`config.mk`:
```
export PLATFORM = sky130hd
export DESIGN_NAME = tcs_crc16_seq
export DESIGN_NICKNAME = d
export VERILOG_FILES = /design/src/include/tcs_pkg.sv /design/src/design/tcs_crc16_seq.sv
export VERILOG_INCLUDE_DIRS = /design/src /design/src/include
export SDC_FILE = /design/constraint.sdc
export NUM_CORES = 1
export LEC_CHECK = 0
export BUFFER_PORTS_ARGS = -buffer_cell sky130_fd_sc_hd__buf_2
export CAP_MARGIN = 20
export CORE_MARGIN = 5
export CORE_UTILIZATION = 35
export CTS_CLUSTER_SIZE = 25
export DETAILED_ROUTE_END_ITERATION = 10
export PLACE_DENSITY_LB_ADDON = 0.08
export SLEW_MARGIN = 20
export SYNTH_ARGS = -nofsm -noshare
export SYNTH_HDL_FRONTEND = slang
export SYNTH_SLANG_ARGS = --single-unit
```
`constraint.sdc`:
```
create_clock -name clk_in -period 3.08 [get_ports clk_in]
set_input_delay 0.308 -clock clk_in [delete_from_list [all_inputs] [get_ports clk_in]]
set_output_delay 0.308 -clock clk_in [all_outputs]
set_load 0.02 [all_outputs]
```
`src/include/tcs_consts.svh`:
```
// constants for the transaction check-value sequencer
`ifndef TCS_CONSTS_SVH
`define TCS_CONSTS_SVH

// ==================================================
// generator
`define TCS_CRC_POLY 16'hA001
`define TCS_CRC_INIT 16'h0000
`define TCS_BITS_LAST 4'hF

// ==================================================
// byte positions within a command
`define TCS_IDX_CTL1 3'h1
`define TCS_IDX_WR_DATA 3'h3
`define TCS_IDX_DATA 3'h4

// ==================================================
// channel control byte 1 check-value option field
`define TCS_OPT_LSB 2
`define TCS_OPT_NONE 2'h0
`define TCS_OPT_1 2'h1
`define TCS_OPT_8 2'h2
`define TCS_OPT_32 2'h3
`define TCS_BLK_1 6'h01
`define TCS_BLK_8 6'h08
`define TCS_BLK_32 6'h20

`endif

```
`src/include/tcs_pkg.sv`:
```
// types for the transaction check-value sequencer
package tcs_pkg;
    // kind of command being tracked
    typedef enum logic [2:0] {
        TCS_OP_RD_MEM = 3'h0,
        TCS_OP_RD_STAT = 3'h1,
        TCS_OP_EXT_RD = 3'h2,
        TCS_OP_WRITE = 3'h3,
        TCS_OP_CHAN = 3'h4
    } tcs_op_e;
    // accumulate, then send the check value
    typedef enum logic {
        TCS_ST_ACC = 1'b0,
        TCS_ST_SEND = 1'b1
    } tcs_state_e;
endpackage : tcs_pkg

```
`src/design/tcs_crc16_seq.sv`:
```
// check-value sequencer: decides what is accumulated and when it is sent
`timescale 1ns/1ps
`default_nettype none
`include "tcs_consts.svh"

// Summary of operation
// - memory read sends one check value after the last implemented data byte
// - status read sends check value after status page, from cleared generator
// - redirected read: check value after each redirect byte, first covers header
// - later redirect passes clear and accumulate only the new redirect byte
// - page end check value covers that page's bytes from a cleared generator
// - first write byte: clear, accumulate command, address, data, then send
// - later write bytes load incremented address into generator, then data
// - channel control byte 1 picks none, every 1, 8 or 32 bytes
// - first channel check value covers command, controls, info and data block
// - later channel check values cover only new data bytes, cleared first
// - a check value mismatch never stops or alters the command sequence
// - generator is x^16+x^15+x^2+1 with data xored into the last stage
// - check value always leaves inverted
module tcs_crc16_seq
    import tcs_pkg::*;
(
    input wire logic clk_in,
    input wire logic rst_in,
    input wire logic cmd_start_in,
    input wire tcs_op_e op_in,
    input wire logic byte_stb_in,
    input wire logic [7:0] byte_in,
    input wire logic byte_last_in,
    input wire logic byte_redir_in,
    input wire logic [15:0] addr_in,
    input wire logic bit_slot_in,
    output logic crc_valid_out,
    output logic tx_bit_out,
    output logic [15:0] crc_word_out
);

    // ==================================================
    // helpers

    // one byte through the reflected generator, lsb first
    function automatic logic [15:0] tcs_crc_byte(input logic [15:0] c, input logic [7:0] d);
        logic [15:0] r;
        logic fb;
        r = c;
        for (int i = 0; i < 8; i++) begin
            fb = r[0] ^ d[i];
            r = {1'b0, r[15:1]};
            if (fb) begin
                r = r ^ `TCS_CRC_POLY;
            end
        end
        return r;
    endfunction : tcs_crc_byte

    // data bytes per check value for a channel option
    function automatic logic [5:0] tcs_blk(input logic [1:0] opt);
        logic [5:0] b;
        unique case (opt)
            `TCS_OPT_1: b = `TCS_BLK_1;
            `TCS_OPT_8: b = `TCS_BLK_8;
            default: b = `TCS_BLK_32;
        endcase
        return b;
    endfunction : tcs_blk

    // ==================================================
    // state

    tcs_state_e st_q, st_d;
    tcs_op_e op_q, op_d;
    logic [15:0] crc_q, crc_d;
    logic [15:0] sh_q, sh_d;
    logic [15:0] word_q, word_d;
    logic [3:0] bits_q, bits_d;
    logic [2:0] idx_q, idx_d;
    logic [5:0] cnt_q, cnt_d;
    logic [1:0] opt_q, opt_d;
    logic wr_more_q, wr_more_d;

    // next-state logic; bytes offered while sending are ignored by design
    always_comb begin
        logic [15:0] nxt;
        logic snd;
        logic [5:0] cnt_n;
        nxt = crc_q;
        snd = 1'b0;
        cnt_n = 6'h00;
        st_d = st_q;
        op_d = op_q;
        crc_d = crc_q;
        sh_d = sh_q;
        word_d = word_q;
        bits_d = bits_q;
        idx_d = idx_q;
        cnt_d = cnt_q;
        opt_d = opt_q;
        wr_more_d = wr_more_q;
        if (cmd_start_in) begin
            // every command begins from a cleared generator
            st_d = TCS_ST_ACC;
            op_d = op_in;
            crc_d = `TCS_CRC_INIT;
            idx_d = 3'h0;
            cnt_d = 6'h00;
            opt_d = `TCS_OPT_NONE;
            wr_more_d = 1'b0;
            bits_d = 4'h0;
        end else begin
            unique case (st_q)
                TCS_ST_ACC: begin
                    if (byte_stb_in) begin
                        if (op_q == TCS_OP_WRITE && wr_more_q) begin
                            nxt = tcs_crc_byte(addr_in, byte_in);
                        end else begin
                            nxt = tcs_crc_byte(crc_q, byte_in);
                        end
                        crc_d = nxt;
                        if (idx_q != `TCS_IDX_DATA) begin
                            idx_d = idx_q + 3'h1;
                        end
                        unique case (op_q)
                            TCS_OP_RD_MEM: snd = byte_last_in;
                            TCS_OP_RD_STAT: snd = byte_last_in;
                            TCS_OP_EXT_RD: snd = byte_redir_in || byte_last_in;
                            TCS_OP_WRITE: snd = wr_more_q || (idx_q == `TCS_IDX_WR_DATA);
                            TCS_OP_CHAN: begin
                                if (idx_q == `TCS_IDX_CTL1) begin
                                    opt_d = byte_in[`TCS_OPT_LSB +: 2];
                                end
                                if (idx_q == `TCS_IDX_DATA && opt_q != `TCS_OPT_NONE) begin
                                    cnt_n = cnt_q + 6'h01;
                                    snd = (cnt_n == tcs_blk(opt_q));
                                    cnt_d = snd ? 6'h00 : cnt_n;
                                end
                            end
                            default: snd = 1'b0; // illegal op code: accumulate only
                        endcase
                        if (snd) begin
                            st_d = TCS_ST_SEND;
                            word_d = ~nxt;
                            sh_d = ~nxt;
                            bits_d = 4'h0;
                        end
                    end
                end
                TCS_ST_SEND: begin
                    if (bit_slot_in) begin
                        sh_d = {1'b0, sh_q[15:1]};
                        bits_d = bits_q + 4'h1;
                        if (bits_q == `TCS_BITS_LAST) begin
                            // next segment starts clean; writes reload the address
                            st_d = TCS_ST_ACC;
                            crc_d = `TCS_CRC_INIT;
                            wr_more_d = (op_q == TCS_OP_WRITE);
                        end
                    end
                end
            endcase
        end
    end

    // registers; no mismatch input exists, so the sequence never stalls
    always_ff @(posedge clk_in or posedge rst_in) begin
        if (rst_in) begin
            st_q <= TCS_ST_ACC;
            op_q <= TCS_OP_RD_MEM;
            crc_q <= `TCS_CRC_INIT;
            sh_q <= 16'h0000;
            word_q <= 16'h0000;
            bits_q <= 4'h0;
            idx_q <= 3'h0;
            cnt_q <= 6'h00;
            opt_q <= `TCS_OPT_NONE;
            wr_more_q <= 1'b0;
        end else begin
            st_q <= st_d;
            op_q <= op_d;
            crc_q <= crc_d;
            sh_q <= sh_d;
            word_q <= word_d;
            bits_q <= bits_d;
            idx_q <= idx_d;
            cnt_q <= cnt_d;
            opt_q <= opt_d;
            wr_more_q <= wr_more_d;
        end
    end

    // outputs straight from flops
    assign crc_valid_out = (st_q == TCS_ST_SEND);
    assign tx_bit_out = sh_q[0];
    assign crc_word_out = word_q;

    logic acc_take;
    assign acc_take = byte_stb_in && !cmd_start_in && st_q == TCS_ST_ACC;
endmodule : tcs_crc16_seq
`default_nettype wire

```
# Yosys cells after proc, flatten, opt, wreduce, memory -nomap -nowiden
# Cells that the tools add are included.
classes:
  addsub: 3
  n_eq_ne: 20
  n_mux: 126
  bitwise_logic: 35
  reduce_logical: 23
ops:
  columns: ["op", "count"]
  rows:
  - ["two-way mux 16 bit", 83]
  - ["two-way mux 6 bit", 11]
  - ["one-hot mux 16 bit (2 select lines)", 2]
  - ["inverter 2 -> 3 bit", 16]
  - ["nonzero test 2 bit", 9]
  - ["two-way mux 4 bit", 4]
  - ["inverter 16 bit", 1]
  - ["AND reduction 4 bit", 4]
  - ["XOR 1 bit", 16]
  - ["two-way mux 1 bit", 13]
  - ["two-way mux 3 bit", 4]
  - ["inequality test 3 bit (second input constant)", 4]
  - ["one-hot mux 6 bit (2 select lines)", 1]
  - ["AND reduction 3 bit", 4]
  - ["two-way mux 2 bit", 5]
  - ["equality test 3 x 2 -> 1 bit (second input constant)", 3]
  - ["inequality test 2 bit (second input constant)", 4]
  - ["one-hot mux 4 bit (2 select lines)", 1]
  - ["adder 6 x 1 -> 6 bit (second input constant)", 1]
  - ["equality test 3 x 1 -> 1 bit (second input constant)", 2]
  - ["equality test 3 bit (second input constant)", 2]
  - ["equality test 6 bit", 1]
  - ["adder 4 x 1 -> 4 bit (second input constant)", 1]
  - ["equality test 4 bit (second input constant)", 1]
  - ["other kinds (11)", 14]
word_totals:
  regBits: 68
  input_bits: 34
  out_inout_bits: 18
  word_cells: 217

# Longest topological paths before layout
# Gate-level depths: netlist (run 1).
depth:
  ltp_word: 52
  depth_mapped: 10
  mapped_depth_nobuf: 9

# Worst setup path before layout (run 1)
# Ideal clock, no wire load.
synth_path:
  path_kind: "register to register"
  start: "reg opt_q[1]"
  end: "reg sh_q[0]"
  setup_time_ns: 0.125
  t_arrival_ns: 2.212
  required_time_ns: 2.955
  path_slack_ns: 0.743
  path_stages_with_launch: 9
  n_path_buf: 1
  period_less_slack_ns: 2.337
  path_cell_list: "dfrtp_1 inv_1 ha_1 xnor3_1 o41ai_2 nand2_1 nand2_2 buf_6 mux2_2"
synth_between:
  elab_chain_len: 15
  word_cells_on_any_way: 18
  cone_classes: "eq/ne: 4; mux: 11; reduce/logical: 3"
synth_lines:
  columns: ["item", "line", "rtl"]
  rows:
  - ["start, declared", "tcs_crc16_seq.sv:78", "logic [1:0] opt_q, opt_d;"]
  - ["start signal, assigned", "tcs_crc16_seq.sv:174", "opt_q <= `TCS_OPT_NONE;"]
  - ["start signal, assigned", "tcs_crc16_seq.sv:185", "opt_q <= opt_d;"]
  - ["equality test 2 bit or equality test 2 x 1 -> 1 bit (tied branches)", "tcs_crc16_seq.sv:59", "unique case (opt)"]
  - ["one-hot mux 6 bit (2 select lines)", "tcs_crc16_seq.sv:59", null]
  - ["two-way mux 6 bit", "tcs_crc16_seq.sv:131", "if (idx_q == `TCS_IDX_DATA && opt_q != `TCS_OPT_NONE) begin"]
  - ["two-way mux 6 bit", "tcs_crc16_seq.sv:122", "unique case (op_q)"]
  - ["two-way mux 6 bit", "tcs_crc16_seq.sv:112", "if (byte_stb_in) begin"]
  - ["two-way mux 6 bit", "tcs_crc16_seq.sv:110", "unique case (st_q)"]
  - ["two-way mux 6 bit", "tcs_crc16_seq.sv:99", "if (cmd_start_in) begin"]
  - ["equality test 6 bit", "tcs_crc16_seq.sv:133", "snd = (cnt_n == tcs_blk(opt_q));"]
  - ["two-way mux 1 bit (*)", "tcs_crc16_seq.sv:131", null]
  - ["one-hot mux 1 bit (4 select lines) (*)", "tcs_crc16_seq.sv:122", null]
  - ["two-way mux 1 bit (*)", "tcs_crc16_seq.sv:112", null]
  - ["two-way mux 1 bit (*)", "tcs_crc16_seq.sv:110", null]
  - ["two-way mux 1 bit (*)", "tcs_crc16_seq.sv:99", null]
  - ["inequality test 2 bit (no source line) (*)", null, null]
  - ["AND reduction 4 bit (no source line) (*)", null, null]
  - ["end signal, assigned", "tcs_crc16_seq.sv:169", "sh_q <= 16'h0000;"]
  - ["end signal, assigned", "tcs_crc16_seq.sv:180", "sh_q <= sh_d;"]
  - ["end, declared", "tcs_crc16_seq.sv:73", "logic [15:0] sh_q, sh_d;"]
# Mark *: on every way between the ends. The rest lies on a longest branch, timed or not. The select of a mux whose other input is x is not followed.
# A chain may end at the register's enable or synchronous reset.

# Worst setup path in the final report (run 1)
layout_path:
  start: "reg opt_q[1]"
  end: "reg sh_q[6]"
# The elaborated chain is that of the path after synthesis.

==> results of run 1 <==
-- routing by layer --
layer	global-route usage	part of all wire	vias to the layer above
li1	-	-	1294
met1	0.2104	0.51	1266
met2	0.2101	0.43	41
met3	0.02812	0.036	10
met4	0.05288	0.015	0
met5	0	0	-
-- tightest hold or removal path, cell delays in order --
cell,delay [ns]
buf_2,0.10
inv_2,0.06
buf_12,0.30
-- layout by cell type (no fill, tap or decap), types with 3 or more instances in the layout --
| master | count |
|---|---|
| dfrtp_1 | 68 |
| buf_2 | 51 |
| nand2_1 | 43 |
| mux2_2 | 42 |
| o21ai_0 | 34 |
| xnor2_1 | 30 |
| xor2_1 | 18 |
| nor2_1 | 11 |
| nand3_1 | 9 |
| a21oi_1 | 9 |
| ha_1 | 9 |
| clkbuf_8 | 9 |
| mux2i_1 | 8 |
| buf_4 | 7 |
| inv_1 | 6 |
| nand2b_1 | 5 |
| xnor3_1 | 4 |
| a22o_1 | 4 |
| nor3b_1 | 3 |
| clkinv_2 | 3 |
-- final cells by class --
cell class	count	share of cell area
repair buffers	59	0.07441
well taps	136	0.03863
flip-flops and latches	68	0.3863
clock inverters	7	0.02073
multi-input cells	255	0.4459
clock buffers	9	0.02812
inverters	7	0.005964
-- through the flow --
stage | setup slack [ns] | total power (uW)
floorplan | 0.7430 | 2201
global placement | 0.5729 | 2593
detailed placement | 0.5053 | 2620
CTS | 0.4724 | 3449
global route | 0.3816 | 3623
finish | 0.5260 | 3388
-- sequential cells by signal, indices dropped and copies added (netlist names) --
register,count
crc_valid_out,1
bits_q,4
crc_word_out,16
crc_q,16
op_q,3
idx_q,3
wr_more_q,1
opt_q,2
sh_q,16
cnt_q,6
-- how the worst max path moves through the flow --
stage          startpoint  endpoint  slack (ns)  cells past startpoint
5_1_grt          opt_q[1]   sh_q[0]        0.38                      7
6_report         opt_q[1]   sh_q[6]        0.53                      7
2_1_floorplan    opt_q[1]   sh_q[0]        0.74                      8
4_1_cts          opt_q[1]   sh_q[6]        0.47                      7
3_3_place_gp     opt_q[1]   sh_q[0]        0.57                      7
3_5_place_dp     opt_q[1]   sh_q[5]        0.51                      7
-- power groups by stage --
| stage | registers (uW) | logic [uW] | clock network, uW |
|---|---|---|---|
| 2_1_floorplan | 1410 | 788 | 0 |
| 3_3_place_gp | 1300 | 1290 | 0 |
| 3_5_place_dp | 1310 | 1310 | 0 |
| 4_1_cts | 1300 | 1310 | 840 |
| 5_1_grt | 1330 | 1410 | 876 |
| 6_report | 1290 | 1280 | 810 |
-- cells by family after synthesis --
kind of cell,count (synthesis),synth area share
AO/OA/AOI/OAI,58,0.09027
XOR/XNOR,55,0.1512
adder cells (fa/ha/maj),9,0.02998
buffers and inverters,20,0.02532
flip-flops,68,0.4530
multiplexers,51,0.1502
AND/OR/NAND/NOR,82,0.09993
==> results.py, run 1 <==
metrics = {
    "floorplanning": {
        "pin_count": 52,
        "num_rows": 37,
        "die_x_um": 113.6,
        "core_area_sq_um": 10420,
        "dieArea_sq_um": 12900,
        "start_util": 0.3606,
        "fp.dieH_um": 113.6,
    },
    "sta": {
        "worst_slew_pin_slew_ns": 0.6910,
        "finalMaxSlewViolations": 0,
        "slew_headroom": 0.5345,
        "period_share": 0.8292,
        "timing.hold.ws_ns": 0.01906,
        "layout_min_cycle_time_ns": 2.554,
        "setup_tns_ns": 0,
        "skew_ns": 0.01405,
        "setup_viol": 0,
        "fmax_mhz": 391.5,
        "hold_viol": 0,
        "rsz0062_at_grt": "no",
    },
    "finish": {
        "fin_util": 0.4229,
        "regArea_sq_um": 1702,
        "nNetsFinal": 443,
        "multi_input_area_sq_um": 1964,
        "diodes": 0,
        "fill_cells": 1041,
        "stdcell_count": 541,
        "fin_area_sq_um": 4405,
        "drive_gt1_frac": 0.3111,
        "syn_to_final_growth_pct": 17.29,
    },
    "setup_path": {
        "critPathLaunchType": "register",
        "slowest_delay_ns": 0.46,
        "required_ns": 3.30,
        "end_kind": "register",
        "path_buf_inv": 1,
        "crit_fanout": 15,
        "worst_r2r_endpoint": "sh_q[6]",
        "timing.rr.start": "opt_q[1]",
        "r2r_slack_ns": 0.53,
        "critPathTopFamily": "compound AO/OA/AOI/OAI gates",
        "path_cells": "inv_1 -> ha_1 -> xnor3_1 -> o41ai_2 -> nand2_1 -> nand2_2 -> mux2_2",
        "arrival_ns": 2.78,
        "path_class": "reg -> reg",
        "ff2ff_path_depth": 7,
        "cpMaxStageDelayCell": "o41ai_2",
    },
    "synth": {
        "synth_area_per_cell_sq_um": 10.95,
        "ys_ff_latch": 68,
        "synthArstFlopShare": 1.000,
        "ys_types": 42,
        "synthFlopType": "dfrtp_1",
        "yosysMostFrequentCell": "dfrtp_1",
        "ys_top_cells_by_count": "68 x dfrtp_1, 43 x nand2_1, 42 x mux2_2",
        "synth_edf_count": 0,
        "synth.net_count": 386,
        "synth_top_area_cell": "dfrtp_1",
        "yosysWarnings": 0,
        "ys_top_cells_by_area": "dfrtp_1 45%, mux2_2 13%, xnor2_1 7.0%",
        "synth_cells": 343,
        "seq_area_frac_synth": 0.4530,
        "synth_top_area_share": 0.4530,
        "synth.cell_area_sq_um": 3756,
    },
    "global_routing": {
        "overflow": 0,
        "grt_pass1_vias": 2752,
        "grt_usage": 0.1438,
        "antenna_found_initial": 0,
        "grt_pass1_wl_um": 14520,
        "grt_start_max_net_pins": 69,
    },
    "placed_design": {
        "portBuffers": 51,
        "routabilityCongestion": 0.7345,
        "post-dp-hpwl_um": 6388,
        "dp_cells": 525,
        "dpl_cell_area_sq_um": 4190,
    },
    "clock_tree": {
        "postCtsSetupBuffers": 0,
        "cts_sinks": 68,
        "cts_resized": 0,
        "clk_latency_ns": 0.34,
        "clockBufferDepth": 2,
        "ctsHoldBuffers": 0,
        "numCtsBuffers": 9,
        "htree_levels": 3,
        "clkSlewWorstSetupHoldPaths_ns": 0.08,
        "cts_tree": "done",
        "clockRootBuffer": "clkbuf_8",
    },
    "pwr": {
        "switching_power_uw": 1169,
        "p_sw_frac": 0.3449,
        "ir_drop_v": 0.0003715,
        "seq_power_share": 0.382,
        "power.density_nw_per_um2": 769.1,
        "p_comb_frac": 0.379,
        "clkPwrFrac": 0.239,
        "intPower_uw": 2220,
        "p_leak_uw": 0.002007,
    },
    "drt": {
        "routedWlPerCell_um": 16.10,
        "first_pass_iters": 6,
        "drtAntennaViolNets": 0,
        "first_iter_violations": 95,
        "routed_via_density": 4.826,
        "routed-via-count": 2611,
        "drt-total-wl_um": 8709,
        "drc": 0,
    },
    "status": {
        "status": "finished, final reports clean",
    },
    "hold_path": {
        "hp-class": "in -> async",
    },
    "run": {
        "maxCapViolCount": 0,
    },
}
Note: power is estimated with default switching activity, not from simulation.
==> inputs of run 2 (changes only) <==
clock period = 2.1 ns   (was 3.08 ns; I/O delays follow)
==> results.py, run 2 (synthesized netlist as in run 1, its figures left out) <==
metrics = {
    "sta": {
        "worst_slew_pin_slew_ns": 0.6034,
        "skew_ns": 0.01191,
        "fmax_mhz": 441.0,
        "rsz0062_at_grt": "yes",
        "finalMaxSlewViolations": 0,
        "period_share": 1.080,
        "slew_headroom": 0.5972,
        "hold_viol": 0,
        "layout_min_cycle_time_ns": 2.268,
        "setup_viol": 37,
        "postLayoutSetupSlackWorst_ns": -0.1676,
    },
    "floorplanning": {
        "start_util": 0.3606,
        "pin_count": 52,
        "core_area_sq_um": 10420,
        "die_x_um": 113.6,
        "fp.dieH_um": 113.6,
        "dieArea_sq_um": 12900,
        "num_rows": 37,
    },
    "finish": {
        "stdcell_count": 614,
        "mostFrequentLayoutCell": "buf_4",
        "syn_to_final_growth_pct": 35.81,
        "fill_cells": 1011,
        "nNetsFinal": 517,
        "diodes": 0,
        "layout_common_cells": "76 x buf_4, 68 x dfrtp_1, 51 x buf_2",
        "drive_gt1_frac": 0.4414,
    },
    "global_routing": {
        "grt_start_max_net_pins": 29,
        "grt_pass1_wl_um": 15830,
        "overflow": 0,
        "grt_pass1_vias": 2993,
        "grt_usage": 0.1550,
        "antenna_found_initial": 0,
    },
    "placed_design": {
        "post-dp-hpwl_um": 7255,
        "routabilityCongestion": 0.7523,
        "dp_cells": 595,
        "portBuffers": 51,
    },
    "setup_path": {
        "end_kind": "register",
        "crit_fanout": 8,
        "required_ns": 2.32,
        "timing.rr.start": "opt_q[1]",
        "r2r_slack_ns": -0.17,
        "ff2ff_path_depth": 10,
        "worst_r2r_endpoint": "sh_q[0]",
        "path_class": "reg -> reg",
        "arrival_ns": 2.49,
        "path_common_cell": "nand2_4",
        "path_cells": "ha_2 -> xnor2_2 -> xnor2_1 -> nand4_1 -> o41ai_2 -> buf_4 -> nand2_4 -> nand2_4 -> buf_12 -> mux2_4",
        "critPathLaunchType": "register",
        "slowest_delay_ns": 0.41,
        "cpMaxStageDelayCell": "dfrtp_1",
    },
    "clock_tree": {
        "cts_tree": "done",
        "clk_latency_ns": 0.34,
        "clkSlewWorstSetupHoldPaths_ns": 0.08,
        "clockRootBuffer": "clkbuf_8",
        "numCtsBuffers": 9,
        "cts_sinks": 68,
        "htree_levels": 3,
        "clockBufferDepth": 2,
    },
    "hold_path": {
        "holdPathStages": 2,
        "worstHoldStart": "op_in[1]",
        "hold-path-endpoint": "op_q[1]",
        "hp-class": "in -> reg",
    },
    "pwr": {
        "p_sw_frac": 0.3493,
        "p_leak_uw": 0.002442,
        "switching_power_uw": 1872,
        "seq_power_share": 0.353,
        "clkPwrFrac": 0.184,
        "power.density_nw_per_um2": 1050,
        "p_comb_frac": 0.463,
        "power_uw": 5358,
        "intPower_uw": 3486,
        "ir_drop_v": 0.0005037,
    },
    "drt": {
        "routed-via-count": 2886,
        "routed_via_density": 4.700,
        "drtAntennaViolNets": 0,
        "first_pass_iters": 4,
        "drt-total-wl_um": 9494,
        "first_iter_violations": 121,
        "routedWlPerCell_um": 15.46,
        "drc": 0,
    },
    "status": {
        "violations": "setup timing",
        "status": "finished with violations",
    },
    "run": {
        "maxCapViolCount": 0,
    },
}
## run 2: worst max-delay path by stage
stage          startpoint       end  slack [ns]  cells after the start
2_1_floorplan    opt_q[0]   sh_q[0]       -0.16                     10
3_3_place_gp     opt_q[0]  sh_q[11]       -0.21                     11
3_5_place_dp     opt_q[0]  sh_q[12]       -0.27                     11
4_1_cts          opt_q[1]  sh_q[12]       -0.24                     10
5_1_grt          opt_q[1]  sh_q[12]       -0.37                     10
6_report         opt_q[1]   sh_q[0]       -0.17                     10
## run 2: timing repair
item	in CTS	in global routing
endpoints found under the setup margin	42	44
gates cloned	1	0
hold buffers	1	0
pin swaps	14	8
gates resized for setup	17	7
hold endpoints to repair	24	0
setup buffers	2	1
## run 2: final cells by class
| cell class | instances | area, sq um | area share |
|---|---|---|---|
| clock inverters | 4 | 25.02 | 0.004906 |
| inverters | 7 | 26.28 | 0.005151 |
| multi-input cells | 255 | 2092 | 0.4101 |
| clock buffers | 11 | 151.4 | 0.02968 |
| flip-flops and latches | 68 | 1702 | 0.3336 |
| well taps | 136 | 170.2 | 0.03336 |
| repair buffers | 133 | 934.6 | 0.1832 |
## run 2: through the flow
stage / util / setup slack (ns) / cell area, sq um / hold WS, ns / TNS, ns
final: 0.4897 / -0.1676 / 5101 / 0.1053 / -4.637
after global routing: 0.4897 / -0.3728 / 5101 / 0.1014 / -12.54
after CTS: 0.4866 / -0.2400 / 5069 / 0.09550 / -7.318
after detailed placement: 0.4597 / -0.2698 / 4788 / 0.3178 / -6.889
after global placement: 0.4597 / -0.2058 / 4788 / 0.3216 / -5.060
after floorplan: - / -0.1588 / 3807 / 0.3617 / -1.922
## run 2: per-layer routing
layer / routed length, um / vias to the layer above / share of wire / global-route usage
met5: 0 / - / 0 / 0
met1: 4894 / 1396 / 0.52 / 0.2263
met2: 4208 / 39 / 0.44 / 0.2419
met4: 91 / 0 / 0.0096 / 0.03606
met3: 299 / 9 / 0.031 / 0.02440
li1: - / 1442 / - / -
## run 2: critical path, delay by kind of cell, from the launching register on
kind                       cells  cell delay, ns
DFF                            1            0.41
AOI/OAI and AO/OA              1            0.34
buffers and inverters          2            0.32
and+or+nand+nor                3            0.31
muxes                          1            0.30
xor gates and xnor gates       2            0.26
adders and majority gates      1            0.21
## run 2: power groups by stage
stage               combinational (uW)  clock [uW]  sequential, uW
floorplan                         1220           0            2080
global placement                  2320           0            1910
detailed placement                2350           0            1920
CTS                               2470        1020            1900
global route                      2690        1090            1950
finish                            2480         985            1890
